### config.mk
export PLATFORM = sky130hd
export DESIGN_NAME = gpt_regs
export DESIGN_NICKNAME = d
export VERILOG_FILES = /design/src/design/gpt_pkg.sv /design/src/design/gpt_monitor.sv /design/src/design/gpt_regs.sv
export VERILOG_INCLUDE_DIRS = /design/src /design/src/design
export SDC_FILE = /design/constraint.sdc
export NUM_CORES = 1
export LEC_CHECK = 0
export BUFFER_PORTS_ARGS = -buffer_cell sky130_fd_sc_hd__buf_4
export CAP_MARGIN = 20
export CORE_MARGIN = 2
export CORE_UTILIZATION = 45
export DETAILED_ROUTE_END_ITERATION = 6
export SLEW_MARGIN = 20
export SYNTH_ARGS = -nofsm -noshare
export SYNTH_HDL_FRONTEND = slang
export SYNTH_SLANG_ARGS = --single-unit
export TNS_END_PERCENT = 1
### constraint.sdc
create_clock -name core_clk_i -period 4.9 [get_ports core_clk_i]
set_clock_uncertainty 0.15 [all_clocks]
set_input_delay 0.98 -clock core_clk_i [delete_from_list [all_inputs] [get_ports core_clk_i]]
set_output_delay 0.98 -clock core_clk_i [all_outputs]
set_load 0.02 [all_outputs]
### src/design/gpt_defs.svh
`ifndef GPT_DEFS_SVH
`define GPT_DEFS_SVH

// register offsets (word addresses on the register port)
`define GPT_OFS_OUT_LO 8'h00
`define GPT_OFS_OUT_HI 8'h01
`define GPT_OFS_PRESET1 8'h02
`define GPT_OFS_PRESET2 8'h03
`define GPT_OFS_AVG_CFG 8'h04
`define GPT_OFS_INT_HI 8'h05
`define GPT_OFS_INT_LO 8'h06
`define GPT_OFS_R1_HI 8'h07
`define GPT_OFS_R1_LO 8'h08
`define GPT_OFS_R2_HI 8'h09
`define GPT_OFS_R2_LO 8'h0A
`define GPT_OFS_MON_CTL 8'h0B
`define GPT_OFS_INT_STAT 8'h0C
`define GPT_OFS_R1_STAT 8'h0D
`define GPT_OFS_R2_STAT 8'h0E
`define GPT_OFS_IRQ_MASK 8'h0F

// field positions
`define GPT_OUT_LO_MSB 15
`define GPT_OUT_HI_MSB 3
`define GPT_CODE_MSB 11
`define GPT_AVG_INT_LSB 0
`define GPT_AVG_R1_LSB 2
`define GPT_AVG_R2_LSB 4
`define GPT_MON_EN_LSB 8
`define GPT_MON_EN_MSB 10
`define GPT_STAT_HI_BIT 2
`define GPT_STAT_LO_BIT 1

// reset values
`define GPT_RST_OUT 20'h0_0000
`define GPT_RST_CODE 12'h000
`define GPT_RST_AVG 6'h00
`define GPT_RST_LIMIT 12'h000
`define GPT_RST_MON_EN 3'h0
`define GPT_RST_MASK 6'h00

// averaging: depth code n selects 4 << n samples, shift 2 + n
`define GPT_AVG_BASE_CNT 6'h04
`define GPT_AVG_BASE_SHIFT 3'h2

`endif

### src/design/gpt_pkg.sv
package gpt_pkg;

  typedef struct packed {
    logic hi;
    logic lo;
  } gpt_alarm_t;

  typedef struct packed {
    logic valid;
    logic [11:0] value;
  } gpt_sample_t;

  typedef struct packed {
    logic [7:0] addr;
    logic [15:0] wdata;
    logic we;
    logic re;
  } gpt_bus_req_t;

endpackage

### src/design/gpt_monitor.sv
`timescale 1ns/1ns
`include "gpt_defs.svh"

module gpt_monitor
  import gpt_pkg::*;
#(
  parameter int SAMPLE_W = 12
)
(
  // clock and reset
  input wire logic core_clk_i,
  input wire logic reset_n_i,
  // control
  input wire logic enable_i,
  input wire logic [1:0] depth_i,
  input wire logic [SAMPLE_W-1:0] hi_limit_i,
  input wire logic [SAMPLE_W-1:0] lo_limit_i,
  // raw samples
  input wire gpt_sample_t sample_i,
  // results
  output logic [SAMPLE_W-1:0] result_o,
  output logic done_o,
  output gpt_alarm_t alarm_o
);

  localparam int SUM_W = SAMPLE_W + 5;

  logic [5:0] count_q;
  logic signed [SUM_W-1:0] sum_q;
  logic signed [SUM_W-1:0] sum_d;
  logic signed [SUM_W-1:0] avg_full;
  logic signed [SAMPLE_W-1:0] avg;
  logic [5:0] target;
  logic last;

  assign target = `GPT_AVG_BASE_CNT << depth_i;
  assign sum_d = sum_q + SUM_W'($signed(sample_i.value));
  assign last = sample_i.valid && ((count_q + 6'h01) == target);
  assign avg_full = sum_d >>> (`GPT_AVG_BASE_SHIFT + {1'b0, depth_i});
  assign avg = avg_full[SAMPLE_W-1:0];

  // accumulation only while enabled
  always_ff @(posedge core_clk_i or negedge reset_n_i)
  begin
    if (!reset_n_i)
    begin
      count_q <= 6'h00;
      sum_q <= '0;
    end
    else if (!enable_i || last)
    begin
      count_q <= 6'h00;
      sum_q <= '0;
    end
    else if (sample_i.valid)
    begin
      count_q <= count_q + 6'h01;
      sum_q <= sum_d;
    end
  end

  // signed limit compare on each finished average
  always_ff @(posedge core_clk_i or negedge reset_n_i)
  begin
    if (!reset_n_i)
    begin
      result_o <= '0;
      done_o <= 1'b0;
      alarm_o <= '0;
    end
    else
    begin
      done_o <= enable_i && last;
      alarm_o.hi <= enable_i && last && (avg > $signed(hi_limit_i));
      alarm_o.lo <= enable_i && last && (avg < $signed(lo_limit_i));
      if (enable_i && last)
      begin
        result_o <= avg;
      end
    end
  end

endmodule // gpt_monitor

### src/design/gpt_regs.sv
// Overview of operation
// output levels: ports 0-15 in low register 15:0, ports 16-19 high register 3:0
// a port selected as general output drives its stored level bit
// two readable writable 12-bit preset codes offered to DAC-mode ports
// preset writes never touch any per-port DAC code register
// internal averaging depth bits 1:0 select 4, 8, 16, 32 samples
// first remote averaging depth bits 3:2, same coding
// second remote averaging depth bits 5:4, same coding
// internal status bit 2 set when temperature above internal high limit
// internal status bit 1 set when temperature below internal low limit
// first remote status bit 2 set when temperature above its high limit
// first remote status bit 1 set when temperature below its low limit
// second remote status bit 2 set when temperature above its high limit
// second remote status bit 1 set when temperature below its low limit
// limits are signed 0.125 degree steps, compared signed
// each monitor runs only while its enable bit 8, 9 or 10 is set
// level bits of non-output ports stay stored, readable, and drive nothing
// limits compared whenever an enabled monitor finishes an average
`timescale 1ns/1ns
`include "gpt_defs.svh"

module gpt_regs
  import gpt_pkg::*;
#(
  parameter int NUM_PORTS = 20,
  parameter int NUM_MON = 3,
  parameter int CODE_W = 12
)
(
  // clock and reset
  input wire logic core_clk_i,
  input wire logic reset_n_i,
  // register port
  input wire gpt_bus_req_t bus_req_i,
  output logic [15:0] bus_rdata_o,
  // port function selection from the configuration block
  input wire logic [NUM_PORTS-1:0] port_is_output_i,
  // output pins
  output logic [NUM_PORTS-1:0] port_level_o,
  output logic [NUM_PORTS-1:0] port_oe_o,
  // preset codes to the DAC path
  output logic [CODE_W-1:0] preset_code_one_o,
  output logic [CODE_W-1:0] preset_code_two_o,
  // temperature sample streams: internal, remote one, remote two
  input wire gpt_sample_t temp_sample_i [NUM_MON],
  output logic [NUM_MON-1:0] monitor_run_o,
  output logic [CODE_W-1:0] temp_result_o [NUM_MON],
  output logic [NUM_MON-1:0] temp_done_o,
  // interrupt
  output logic irq_o
);

  logic [NUM_PORTS-1:0] out_level_q;
  logic [CODE_W-1:0] preset_one_q;
  logic [CODE_W-1:0] preset_two_q;
  logic [5:0] avg_cfg_q;
  logic [CODE_W-1:0] hi_limit_q [NUM_MON];
  logic [CODE_W-1:0] lo_limit_q [NUM_MON];
  logic [NUM_MON-1:0] mon_en_q;
  gpt_alarm_t stat_q [NUM_MON];
  logic [2*NUM_MON-1:0] mask_q;
  logic [15:0] rdata_q;
  logic [15:0] rdata_d;
  gpt_alarm_t alarm [NUM_MON];
  logic [1:0] depth [NUM_MON];
  logic [2*NUM_MON-1:0] pending;
  logic wr;
  logic [7:0] addr;
  logic [15:0] wdata;

  assign wr = bus_req_i.we;
  assign addr = bus_req_i.addr;
  assign wdata = bus_req_i.wdata;

  // output level storage
  always_ff @(posedge core_clk_i or negedge reset_n_i)
  begin
    if (!reset_n_i)
    begin
      out_level_q <= `GPT_RST_OUT;
    end
    else if (wr && addr == `GPT_OFS_OUT_LO)
    begin
      out_level_q[`GPT_OUT_LO_MSB:0] <= wdata[`GPT_OUT_LO_MSB:0];
    end
    else if (wr && addr == `GPT_OFS_OUT_HI)
    begin
      out_level_q[NUM_PORTS-1:`GPT_OUT_LO_MSB+1] <= wdata[`GPT_OUT_HI_MSB:0];
    end
  end

  // pins: only output-selected ports are driven
  always_ff @(posedge core_clk_i or negedge reset_n_i)
  begin
    if (!reset_n_i)
    begin
      port_level_o <= '0;
      port_oe_o <= '0;
    end
    else
    begin
      port_level_o <= out_level_q & port_is_output_i;
      port_oe_o <= port_is_output_i;
    end
  end

  // preset codes: held here only, no path into per-port code storage
  always_ff @(posedge core_clk_i or negedge reset_n_i)
  begin
    if (!reset_n_i)
    begin
      preset_one_q <= `GPT_RST_CODE;
      preset_two_q <= `GPT_RST_CODE;
    end
    else if (wr && addr == `GPT_OFS_PRESET1)
    begin
      preset_one_q <= wdata[`GPT_CODE_MSB:0];
    end
    else if (wr && addr == `GPT_OFS_PRESET2)
    begin
      preset_two_q <= wdata[`GPT_CODE_MSB:0];
    end
  end

  assign preset_code_one_o = preset_one_q;
  assign preset_code_two_o = preset_two_q;

  // averaging configuration and monitor enables
  always_ff @(posedge core_clk_i or negedge reset_n_i)
  begin
    if (!reset_n_i)
    begin
      avg_cfg_q <= `GPT_RST_AVG;
      mon_en_q <= `GPT_RST_MON_EN;
      mask_q <= `GPT_RST_MASK;
    end
    else if (wr)
    begin
      if (addr == `GPT_OFS_AVG_CFG)
      begin
        avg_cfg_q <= wdata[5:0];
      end
      if (addr == `GPT_OFS_MON_CTL)
      begin
        mon_en_q <= wdata[`GPT_MON_EN_MSB:`GPT_MON_EN_LSB];
      end
      if (addr == `GPT_OFS_IRQ_MASK)
      begin
        mask_q <= wdata[2*NUM_MON-1:0];
      end
    end
  end

  assign depth[0] = avg_cfg_q[`GPT_AVG_INT_LSB+1:`GPT_AVG_INT_LSB];
  assign depth[1] = avg_cfg_q[`GPT_AVG_R1_LSB+1:`GPT_AVG_R1_LSB];
  assign depth[2] = avg_cfg_q[`GPT_AVG_R2_LSB+1:`GPT_AVG_R2_LSB];
  assign monitor_run_o = mon_en_q;

  // limit registers, signed 0.125 degree codes
  always_ff @(posedge core_clk_i or negedge reset_n_i)
  begin
    if (!reset_n_i)
    begin
      for (int m = 0; m < NUM_MON; m++)
      begin
        hi_limit_q[m] <= `GPT_RST_LIMIT;
        lo_limit_q[m] <= `GPT_RST_LIMIT;
      end
    end
    else if (wr)
    begin
      case (addr)
        `GPT_OFS_INT_HI: hi_limit_q[0] <= wdata[`GPT_CODE_MSB:0];
        `GPT_OFS_INT_LO: lo_limit_q[0] <= wdata[`GPT_CODE_MSB:0];
        `GPT_OFS_R1_HI: hi_limit_q[1] <= wdata[`GPT_CODE_MSB:0];
        `GPT_OFS_R1_LO: lo_limit_q[1] <= wdata[`GPT_CODE_MSB:0];
        `GPT_OFS_R2_HI: hi_limit_q[2] <= wdata[`GPT_CODE_MSB:0];
        `GPT_OFS_R2_LO: lo_limit_q[2] <= wdata[`GPT_CODE_MSB:0];
        default: ;
      endcase
    end
  end

  // one averaging monitor per sensor
  for (genvar m = 0; m < NUM_MON; m++)
  begin : g_mon
    gpt_monitor #(
      .SAMPLE_W(CODE_W)
    ) u_mon (
      .core_clk_i(core_clk_i),
      .reset_n_i(reset_n_i),
      .enable_i(mon_en_q[m]),
      .depth_i(depth[m]),
      .hi_limit_i(hi_limit_q[m]),
      .lo_limit_i(lo_limit_q[m]),
      .sample_i(temp_sample_i[m]),
      .result_o(temp_result_o[m]),
      .done_o(temp_done_o[m]),
      .alarm_o(alarm[m])
    );
  end

  // sticky alarms, write one to clear, a new alarm beats the clear
  always_ff @(posedge core_clk_i or negedge reset_n_i)
  begin
    if (!reset_n_i)
    begin
      for (int m = 0; m < NUM_MON; m++)
      begin
        stat_q[m] <= '0;
      end
    end
    else
    begin
      for (int m = 0; m < NUM_MON; m++)
      begin
        if (wr && addr == (`GPT_OFS_INT_STAT + 8'(m)))
        begin
          if (wdata[`GPT_STAT_HI_BIT])
          begin
            stat_q[m].hi <= 1'b0;
          end
          if (wdata[`GPT_STAT_LO_BIT])
          begin
            stat_q[m].lo <= 1'b0;
          end
        end
        if (alarm[m].hi)
        begin
          stat_q[m].hi <= 1'b1;
        end
        if (alarm[m].lo)
        begin
          stat_q[m].lo <= 1'b1;
        end
      end
    end
  end

  always_comb
  begin
    for (int m = 0; m < NUM_MON; m++)
    begin
      pending[2*m] = stat_q[m].lo & mask_q[2*m];
      pending[2*m+1] = stat_q[m].hi & mask_q[2*m+1];
    end
  end

  assign irq_o = |pending;

  // read multiplexer
  always_comb
  begin
    rdata_d = 16'h0000;
    case (addr)
      `GPT_OFS_OUT_LO: rdata_d = out_level_q[`GPT_OUT_LO_MSB:0];
      `GPT_OFS_OUT_HI: rdata_d = {12'h000, out_level_q[NUM_PORTS-1:`GPT_OUT_LO_MSB+1]};
      `GPT_OFS_PRESET1: rdata_d = {4'h0, preset_one_q};
      `GPT_OFS_PRESET2: rdata_d = {4'h0, preset_two_q};
      `GPT_OFS_AVG_CFG: rdata_d = {10'h000, avg_cfg_q};
      `GPT_OFS_INT_HI: rdata_d = {4'h0, hi_limit_q[0]};
      `GPT_OFS_INT_LO: rdata_d = {4'h0, lo_limit_q[0]};
      `GPT_OFS_R1_HI: rdata_d = {4'h0, hi_limit_q[1]};
      `GPT_OFS_R1_LO: rdata_d = {4'h0, lo_limit_q[1]};
      `GPT_OFS_R2_HI: rdata_d = {4'h0, hi_limit_q[2]};
      `GPT_OFS_R2_LO: rdata_d = {4'h0, lo_limit_q[2]};
      `GPT_OFS_MON_CTL: rdata_d = {5'h00, mon_en_q, 8'h00};
      `GPT_OFS_INT_STAT: rdata_d = {13'h0000, stat_q[0].hi, stat_q[0].lo, 1'b0};
      `GPT_OFS_R1_STAT: rdata_d = {13'h0000, stat_q[1].hi, stat_q[1].lo, 1'b0};
      `GPT_OFS_R2_STAT: rdata_d = {13'h0000, stat_q[2].hi, stat_q[2].lo, 1'b0};
      `GPT_OFS_IRQ_MASK: rdata_d = {10'h000, mask_q};
      default: rdata_d = 16'h0000;
    endcase
  end

  // read data valid only in the cycle after the strobe
  always_ff @(posedge core_clk_i or negedge reset_n_i)
  begin
    if (!reset_n_i)
    begin
      rdata_q <= 16'h0000;
    end
    else if (bus_req_i.re)
    begin
      rdata_q <= rdata_d;
    end
    else
    begin
      rdata_q <= 16'h0000;
    end
  end

  assign bus_rdata_o = rdata_q;

  a_gpo_drive: assert property (@(posedge core_clk_i) disable iff (!reset_n_i)
    ##1 port_oe_o[19] |-> port_level_o[19] == $past(out_level_q[19]))
    else $error("output port level does not follow stored bit");

  a_gpo_masked: assert property (@(posedge core_clk_i) disable iff (!reset_n_i)
    !port_oe_o[0] |-> !port_level_o[0])
    else $error("unselected port shows a level");

  a_high_word_write: assert property (@(posedge core_clk_i) disable iff (!reset_n_i)
    wr && addr == `GPT_OFS_OUT_HI |=> out_level_q[19:16] == $past(wdata[3:0])
      && $stable(out_level_q[15:0]))
    else $error("high level word write misplaced");

  a_preset_hold: assert property (@(posedge core_clk_i) disable iff (!reset_n_i)
    !(wr && addr == `GPT_OFS_PRESET1) |=> $stable(preset_code_one_o))
    else $error("preset code changed without its write");

  a_preset_read: assert property (@(posedge core_clk_i) disable iff (!reset_n_i)
    bus_req_i.re && addr == `GPT_OFS_PRESET2 |=> bus_rdata_o == {4'h0, preset_code_two_o}
      || $past(wr))
    else $error("preset code read back wrong");

  a_hi_sticky: assert property (@(posedge core_clk_i) disable iff (!reset_n_i)
    alarm[0].hi |=> stat_q[0].hi ##1 (stat_q[0].hi
      || $past(wr && addr == `GPT_OFS_INT_STAT && wdata[`GPT_STAT_HI_BIT])))
    else $error("internal high alarm not held");

  a_lo_sticky: assert property (@(posedge core_clk_i) disable iff (!reset_n_i)
    alarm[2].lo |=> stat_q[2].lo)
    else $error("second remote low alarm lost");

  a_hi_cause: assert property (@(posedge core_clk_i) disable iff (!reset_n_i)
    $rose(stat_q[1].hi) |-> $past(alarm[1].hi))
    else $error("remote one high flag without alarm");

  a_mon_idle: assert property (@(posedge core_clk_i) disable iff (!reset_n_i)
    !mon_en_q[1] && $past(!mon_en_q[1]) |-> !temp_done_o[1] && !alarm[1].lo)
    else $error("disabled monitor produced a result");

  a_irq_level: assert property (@(posedge core_clk_i) disable iff (!reset_n_i)
    stat_q[0].lo && mask_q[0] |-> irq_o)
    else $error("unmasked alarm without interrupt");

  a_read_window: assert property (@(posedge core_clk_i) disable iff (!reset_n_i)
    !bus_req_i.re |=> bus_rdata_o == 16'h0000)
    else $error("read data outside its cycle");

endmodule // gpt_regs

==> impl_metrics.py, run 1 <==
metrics = {
    "hold_path": {
        "min_from": "g_mon[2].u_mon.alarm_o[1]$_DFF_PN0_",
        "whs_path_depth": 1,
        "worstHoldEndpoint": "stat_q[1]$_DFFE_PN0P_",
        "hp-class": "reg2reg",
    },
    "timing": {
        "period_needed_ns": 4.59,
        "setup_tns_ns": 0,
        "worst_slack_ns": 0.305,
        "timing.final.crit_share_pct": 93.8,
        "slew_violations": 0,
        "setup_viol": 0,
        "max-slew-margin-rel_pct": 36.9,
        "rsz0062_at_grt": "no",
        "hold_viol": 0,
        "tightest_slew_ns": 0.945,
        "fmax_mhz": 218,
    },
    "clocking": {
        "numCtsBuffers": 36,
        "clock-sinks": 307,
        "post_cts_resized": 0,
        "clk_latency_ns": 0.56,
        "clk_pin_slew_worst_paths_ns": 0.06,
        "cts_setup_buffers": 0,
        "clockBufferDepth": 3,
        "ctsHoldBuffers": 0,
        "cts_root_buf": "clkbuf_16",
        "h-tree-depth": 2,
        "cts_tree": "built",
    },
    "yosys": {
        "synth-edff-count": 0,
        "ys_ff_latch": 307,
        "synth-async-reset-ratio_pct": 100,
        "synth_cell_types": 94,
        "synth_most_common_cell": "dfrtp_1",
        "synthesis.area_sq_um": 18200,
        "synth_top_area_share_pct": 42.2,
        "ys.warnings.count": 0,
        "synthTopCellsByArea": "dfrtp_1 42%, mux2_2 9.7%, ha_1 8.4%",
        "syn_inst": 1707,
        "ys_seq_area_share_pct": 42.2,
        "synth_ff_type": "dfrtp_1",
        "synth_commonest_cells": "307 x dfrtp_1, 157 x mux2_2, 132 x nor2_1, 123 x ha_1, 100 x inv_1",
        "synth_nets": 1920,
        "syn_area_per_cell_sq_um": 10.7,
        "yosys.area.top_type": "dfrtp_1",
    },
    "route": {
        "wire_per_inst_um": 21.0,
        "drc": 0,
        "ant_nets": 0,
        "totalWireLength_mm": 53.4,
        "via_per_inst": 5.75,
        "dr.pass1.iters": 5,
        "dr.first_iter.drc_count": 1069,
        "dr_total_vias": 14600,
    },
    "floorplanning": {
        "fp.dieW_um": 205,
        "core_area_sq_um": 39800,
        "num_rows": 73,
        "start_util_pct": 45.7,
        "dieArea_sq_um": 42100,
        "ios": 210,
        "die-height_um": 205,
    },
    "setup_path": {
        "worst_ep_arrival_time_ns": 4.86,
        "reg2reg_to": "g_mon[1].u_mon.alarm_o[0]$_DFF_PN0_",
        "path_max_fanout": 3,
        "end_kind": "flop",
        "cp-start-kind": "input pin",
        "path_class": "in2reg",
        "timing.rr.start": "g_mon[1].u_mon.sum_q[0]$_DFFE_PN0P_",
        "reg2reg_slack_ns": 0.47,
        "critical_path_required_ns": 5.16,
        "worst-r2r-cell-count": 17,
    },
    "global_routing": {
        "grt_max_degree": 111,
        "grt_pass1_vias": 14600,
        "antenna_found_initial": 2,
        "grt_use_total_pct": 25.6,
        "grt_pass1_wl_mm": 83.2,
        "overflow": 0,
    },
    "final_layout": {
        "area_growth_pct": 22.3,
        "fin_nets": 2202,
        "final.fill_count": 3565,
        "layout-drive-gt1-share_pct": 29.5,
    },
    "placement": {
        "dpl.hpwl_mm": 40.5,
        "dpl_worst_slack_ns": -0.250,
        "port_buffers": 209,
        "gp_congestion": 0.934,
    },
    "power_and_ir_drop": {
        "powerDensity_nw_per_um2": 288,
        "irDropWorstVdd_uv": 218,
        "p_leak_nw": 10.9,
    },
    "outcome": {
        "status": "finished, final reports clean",
    },
    "job": {
        "maxCapViolations": 0,
    },
}
layout make-up:
type / count / area, sq um / area share [%]
Tap cell: 525 / 657 / 2.95
Multi-Input combinational cell: 1213 / 9780 / 43.9
Clock buffer: 52 / 1040 / 4.67
Sequential cell: 307 / 7680 / 34.5
Antenna cell: 1 / 2.50 / 0.0112
Clock inverter: 13 / 223 / 1.00
Inverter: 107 / 402 / 1.80
Timing Repair Buffer: 324 / 2490 / 11.2
report_power, final:
part	internal [mW]	switching [mW]
Combinational	0.390	0.476
Clock	1.75	1.12
Sequential	2.61	0.0747
worst max-delay path by stage:
stage	from	endpoint	slack [ns]
after floorplan	temp_sample_i[26]	g_mon[0].u_mon.alarm_o[0]$_DFF_PN0_	0.17
after global placement	temp_sample_i[26]	g_mon[0].u_mon.alarm_o[0]$_DFF_PN0_	-0.05
after detailed placement	temp_sample_i[13]	g_mon[1].u_mon.alarm_o[0]$_DFF_PN0_	-0.25
after CTS	temp_sample_i[13]	g_mon[1].u_mon.alarm_o[0]$_DFF_PN0_	0.33
after global routing	temp_sample_i[13]	g_mon[1].u_mon.alarm_o[0]$_DFF_PN0_	0.03
final	temp_sample_i[13]	g_mon[1].u_mon.alarm_o[0]$_DFF_PN0_	0.31
kinds of logic after synthesis:
| kind of cell | Yosys count | share of synthesized area [%] |
|---|---|---|
| AND/OR/NAND/NOR | 440 | 12.2 |
| AO/OA/AOI/OAI | 354 | 14.4 |
| flip-flops | 307 | 42.2 |
| multiplexers | 233 | 15.3 |
| buffers and inverters | 187 | 4.16 |
| adder cells (fa/ha/maj) | 126 | 8.78 |
| XOR/XNOR | 60 | 3.04 |
routing by layer:
metal / share of wire (%) / global-route usage [%]
met5: 0.019 / 0
met4: 3.1 / 8.25
met3: 6.9 / 5.59
met2: 46 / 41.3
met1: 44 / 34.3
registers in the layout (all words and copies together), names as in the netlist, 6 cells and up:
| signal | flops |
|---|---|
| g_mon.u_mon.alarm_o | 6 |
| avg_cfg_q | 6 |
| stat_q | 6 |
| g_mon.u_mon.result_o | 36 |
| hi_limit_q | 36 |
| port_level_o | 20 |
| mask_q | 6 |
| out_level_q | 20 |
| lo_limit_q | 36 |
| port_oe_o | 20 |
| bus_rdata_o | 16 |
| g_mon.u_mon.count_q | 18 |
| preset_code_one_o | 12 |
| g_mon.u_mon.sum_q | 51 |
| preset_code_two_o | 12 |
through the flow:
step / hold WS [ns] / utilization, % / area, sq um / power [mW] / std cells
2_1_floorplan: 0.258 / - / 18200 / 3.19 / 1707
3_3_place_gp: 0.302 / 52.7 / 21000 / 3.57 / 2476
3_5_place_dp: 0.303 / 52.7 / 21000 / 3.59 / 2476
4_1_cts: 0.314 / 55.9 / 22300 / 6.48 / 2541
5_1_grt: 0.330 / 55.9 / 22300 / 6.69 / 2541
6_report: 0.309 / 55.9 / 22300 / 6.42 / 2542
cell usage in the layout (no fill, tap or decap), drive strengths merged, types with 26 or more instances in the layout:
| master | synthesis | layout |
|---|---|---|
| a21o | 26 | 26 |
| a21oi | 63 | 63 |
| a22oi | 26 | 26 |
| and2 | 33 | 33 |
| buf | 26 | 324 |
| clkbuf | 54 | 52 |
| dfrtp | 307 | 307 |
| ha | 123 | 123 |
| inv | 107 | 109 |
| mux2 | 158 | 158 |
| mux2i | 55 | 55 |
| nand2 | 87 | 87 |
| nand3 | 39 | 39 |
| nor2 | 132 | 132 |
| nor3 | 33 | 33 |
| o21ai | 53 | 53 |
| xnor2 | 31 | 31 |
| xor2 | 27 | 27 |
worst max-delay path, stage by stage:
cell and delay [ns]:
buf_4 0.11, ha_1 0.20, inv_1 0.08, fa_1 0.20, and2b_4 0.21, o2111a_1 0.27, or4_1 0.52, a21o_1 0.20
and4_1 0.19, o21ai_0 0.23, nand2_1 0.13, ha_1 0.32, nand3_1 0.08, nor4_1 0.35, nand3_1 0.19, a311oi_1 0.37
or4b_1 0.18, a21oi_1 0.05
(Power assumes the default switching activity.)
==> inputs of run 2 (changes only) <==
- CORE_UTILIZATION: 45 -> 60
- PLACE_DENSITY: not set -> 0.82
==> impl_metrics.py, run 2 (synthesis results as in run 1) <==
metrics = {
    "outcome": {
        "status": "complete, but fails checks",
        "violations": "design-rule violations",
    },
    "placement": {
        "dpl.hpwl_mm": 39.4,
        "gp_congestion": 0.997,
        "dpl_cell_area_sq_um": 20700,
        "dpl.cell_count": 2327,
        "port_buffers": 209,
    },
    "global_routing": {
        "grt_max_degree": 133,
        "grt_pass1_wl_mm": 84.1,
        "antenna_found_initial": 0,
        "overflow": 0,
        "grt_use_total_pct": 34.2,
        "grt_pass1_vias": 15200,
    },
    "power_and_ir_drop": {
        "irDropWorstVdd_uv": 265,
        "powerDensity_nw_per_um2": 284,
        "p_leak_nw": 10.7,
        "power_mw": 6.21,
    },
    "setup_path": {
        "cp-start-kind": "input pin",
        "critical_path_required_ns": 5.17,
        "slowest_stage": "a2111oi_2",
        "end_kind": "flop",
        "critPathMaxStageDelay_ns": 0.45,
        "startpoint": "temp_sample_i[37]",
        "worst_ep_arrival_time_ns": 4.86,
        "cp.buffers_inverters": 2,
        "critPathTopFamily": "compound AO/OA/AOI/OAI gates",
        "path_cells": "buf_4 > ha_1 > a21o_1 > a2111oi_2 > mux2_2 > a211oi_1 > nand4_1 > a311oi_1 > nor3_1 > ha_1 > nand3_1 > nor4_2 > buf_4 > o2111ai_1 > a21o_1 > a21oi_1",
        "timing.rr.start": "g_mon[0].u_mon.sum_q[12]$_DFFE_PN0P_",
        "path_max_fanout": 3,
        "path_class": "in2reg",
    },
    "floorplanning": {
        "ios": 210,
        "die-height_um": 178,
        "start_util_pct": 61.1,
        "fp.dieW_um": 178,
        "dieArea_sq_um": 31800,
        "num_rows": 63,
        "core_area_sq_um": 29800,
    },
    "clocking": {
        "ctsHoldBuffers": 0,
        "numCtsBuffers": 35,
        "clockBufferDepth": 3,
        "clk_latency_ns": 0.53,
        "cts_tree": "built",
        "clock-sinks": 307,
        "cts_root_buf": "clkbuf_16",
        "h-tree-depth": 2,
        "clk_pin_slew_worst_paths_ns": 0.06,
    },
    "route": {
        "top_layer_used": "met4",
        "wl_met2_mm": 25.8,
        "totalWireLength_mm": 53.8,
        "wl_met3_mm": 4.33,
        "met1_length_mm": 21.7,
        "dr.pass1.iters": 7,
        "drc": 9,
        "dr.first_iter.drc_count": 1299,
        "dr_total_vias": 15200,
        "via_per_inst": 6.36,
        "wire_per_inst_um": 22.5,
        "ant_nets": 0,
    },
    "final_layout": {
        "final_area_sq_um": 21900,
        "final_cell_mix": "307 x dfrtp_1, 306 x buf_4, 157 x mux2_2",
        "area_growth_pct": 20.3,
        "fin_nets": 2188,
        "top_register": "g_mon.u_mon.sum_q",
        "n_antenna_cell": 0,
        "fin_cells": 2391,
        "layout-drive-gt1-share_pct": 29.1,
        "mostFrequentLayoutCell": "dfrtp_1",
        "final.fill_count": 2142,
        "largest_reg_flops": 51,
        "utilization_pct": 73.5,
    },
    "timing": {
        "setup_viol": 0,
        "tightest_slew_ns": 0.904,
        "max-slew-margin-rel_pct": 39.6,
        "hold_viol": 0,
        "period_needed_ns": 4.59,
        "timing.final.crit_share_pct": 93.7,
        "fmax_mhz": 218,
        "slew_violations": 0,
    },
    "hold_path": {
        "hp-class": "in2async",
    },
    "job": {
        "maxCapViolations": 0,
    },
}
==> run 2: changes by cell type in the layout (fill, tap and decap cells not counted), sizes merged <==
cell      previous run  this run
clkinvlp             1         3
diode                1         0
bufinv               5         3
clkinv               5         6
buf                324       311
clkbuf              52        47
inv                109       111
==> run 2: per-layer routing <==
layer / vias to the layer above / GRT usage, %
li1: 6808 / -
met1: 7568 / 44.7
met2: 691 / 56.4
met3: 138 / 6.84
met4: 0 / 12.9
met5: - / 0
==> run 2: layout make-up <==
cell class	instances	area, sq um	share of cell area [%]
Clock buffer	47	971	4.43
Clock inverter	16	178	0.811
Inverter	107	402	1.83
Multi-Input combinational cell	1213	9790	44.7
Sequential cell	307	7680	35.1
Tap cell	390	488	2.23
Timing Repair Buffer	311	2400	11.0
==> run 2: per-stage QoR <==
stage,hold WS (ns),setup slack (ns),TNS (ns)
5_1_grt,0.204,-0.0897,-0.0897
3_5_place_dp,0.274,-0.157,-0.450
6_report,0.189,0.310,0
2_1_floorplan,0.258,0.170,0
3_3_place_gp,0.268,-0.0492,-0.0492
4_1_cts,0.288,0.361,0
==> run 2: path summary, 6_finish.rpt <==
check | to | slack [ns] | cells past startpoint
max | g_mon[0].u_mon.alarm_o[0]$_DFF_PN0_ | 0.31 | 16
min | bus_rdata_o[12]$_DFF_PN0_ | 0.19 | 1
max reg2reg | g_mon[0].u_mon.alarm_o[0]$_DFF_PN0_ | 0.51 | 15
min reg2reg | stat_q[5]$_DFFE_PN0P_ | 0.28 | 1
max in group asynchronous | g_mon[1].u_mon.count_q[2]$_DFFE_PN0P_ | 3.27 | 3
min in group core_clk_i | stat_q[5]$_DFFE_PN0P_ | 0.28 | 1
==> run 2: power by group <==
| group | internal (mW) | switching, mW | leakage, nW | total (mW) |
|---|---|---|---|---|
| clock network | 1.56 | 1.09 | 0.560 | 2.65 |
| registers | 2.61 | 0.0816 | 4.22 | 2.69 |
| logic | 0.387 | 0.489 | 5.96 | 0.876 |
| total | 4.55 | 1.66 | 10.7 | 6.21 |
==> run 2: repair_timing <==
item,4_1_cts,5_1_grt
endpoints found under the setup margin,0,2
resized for setup,0,4
setup buffers,0,0
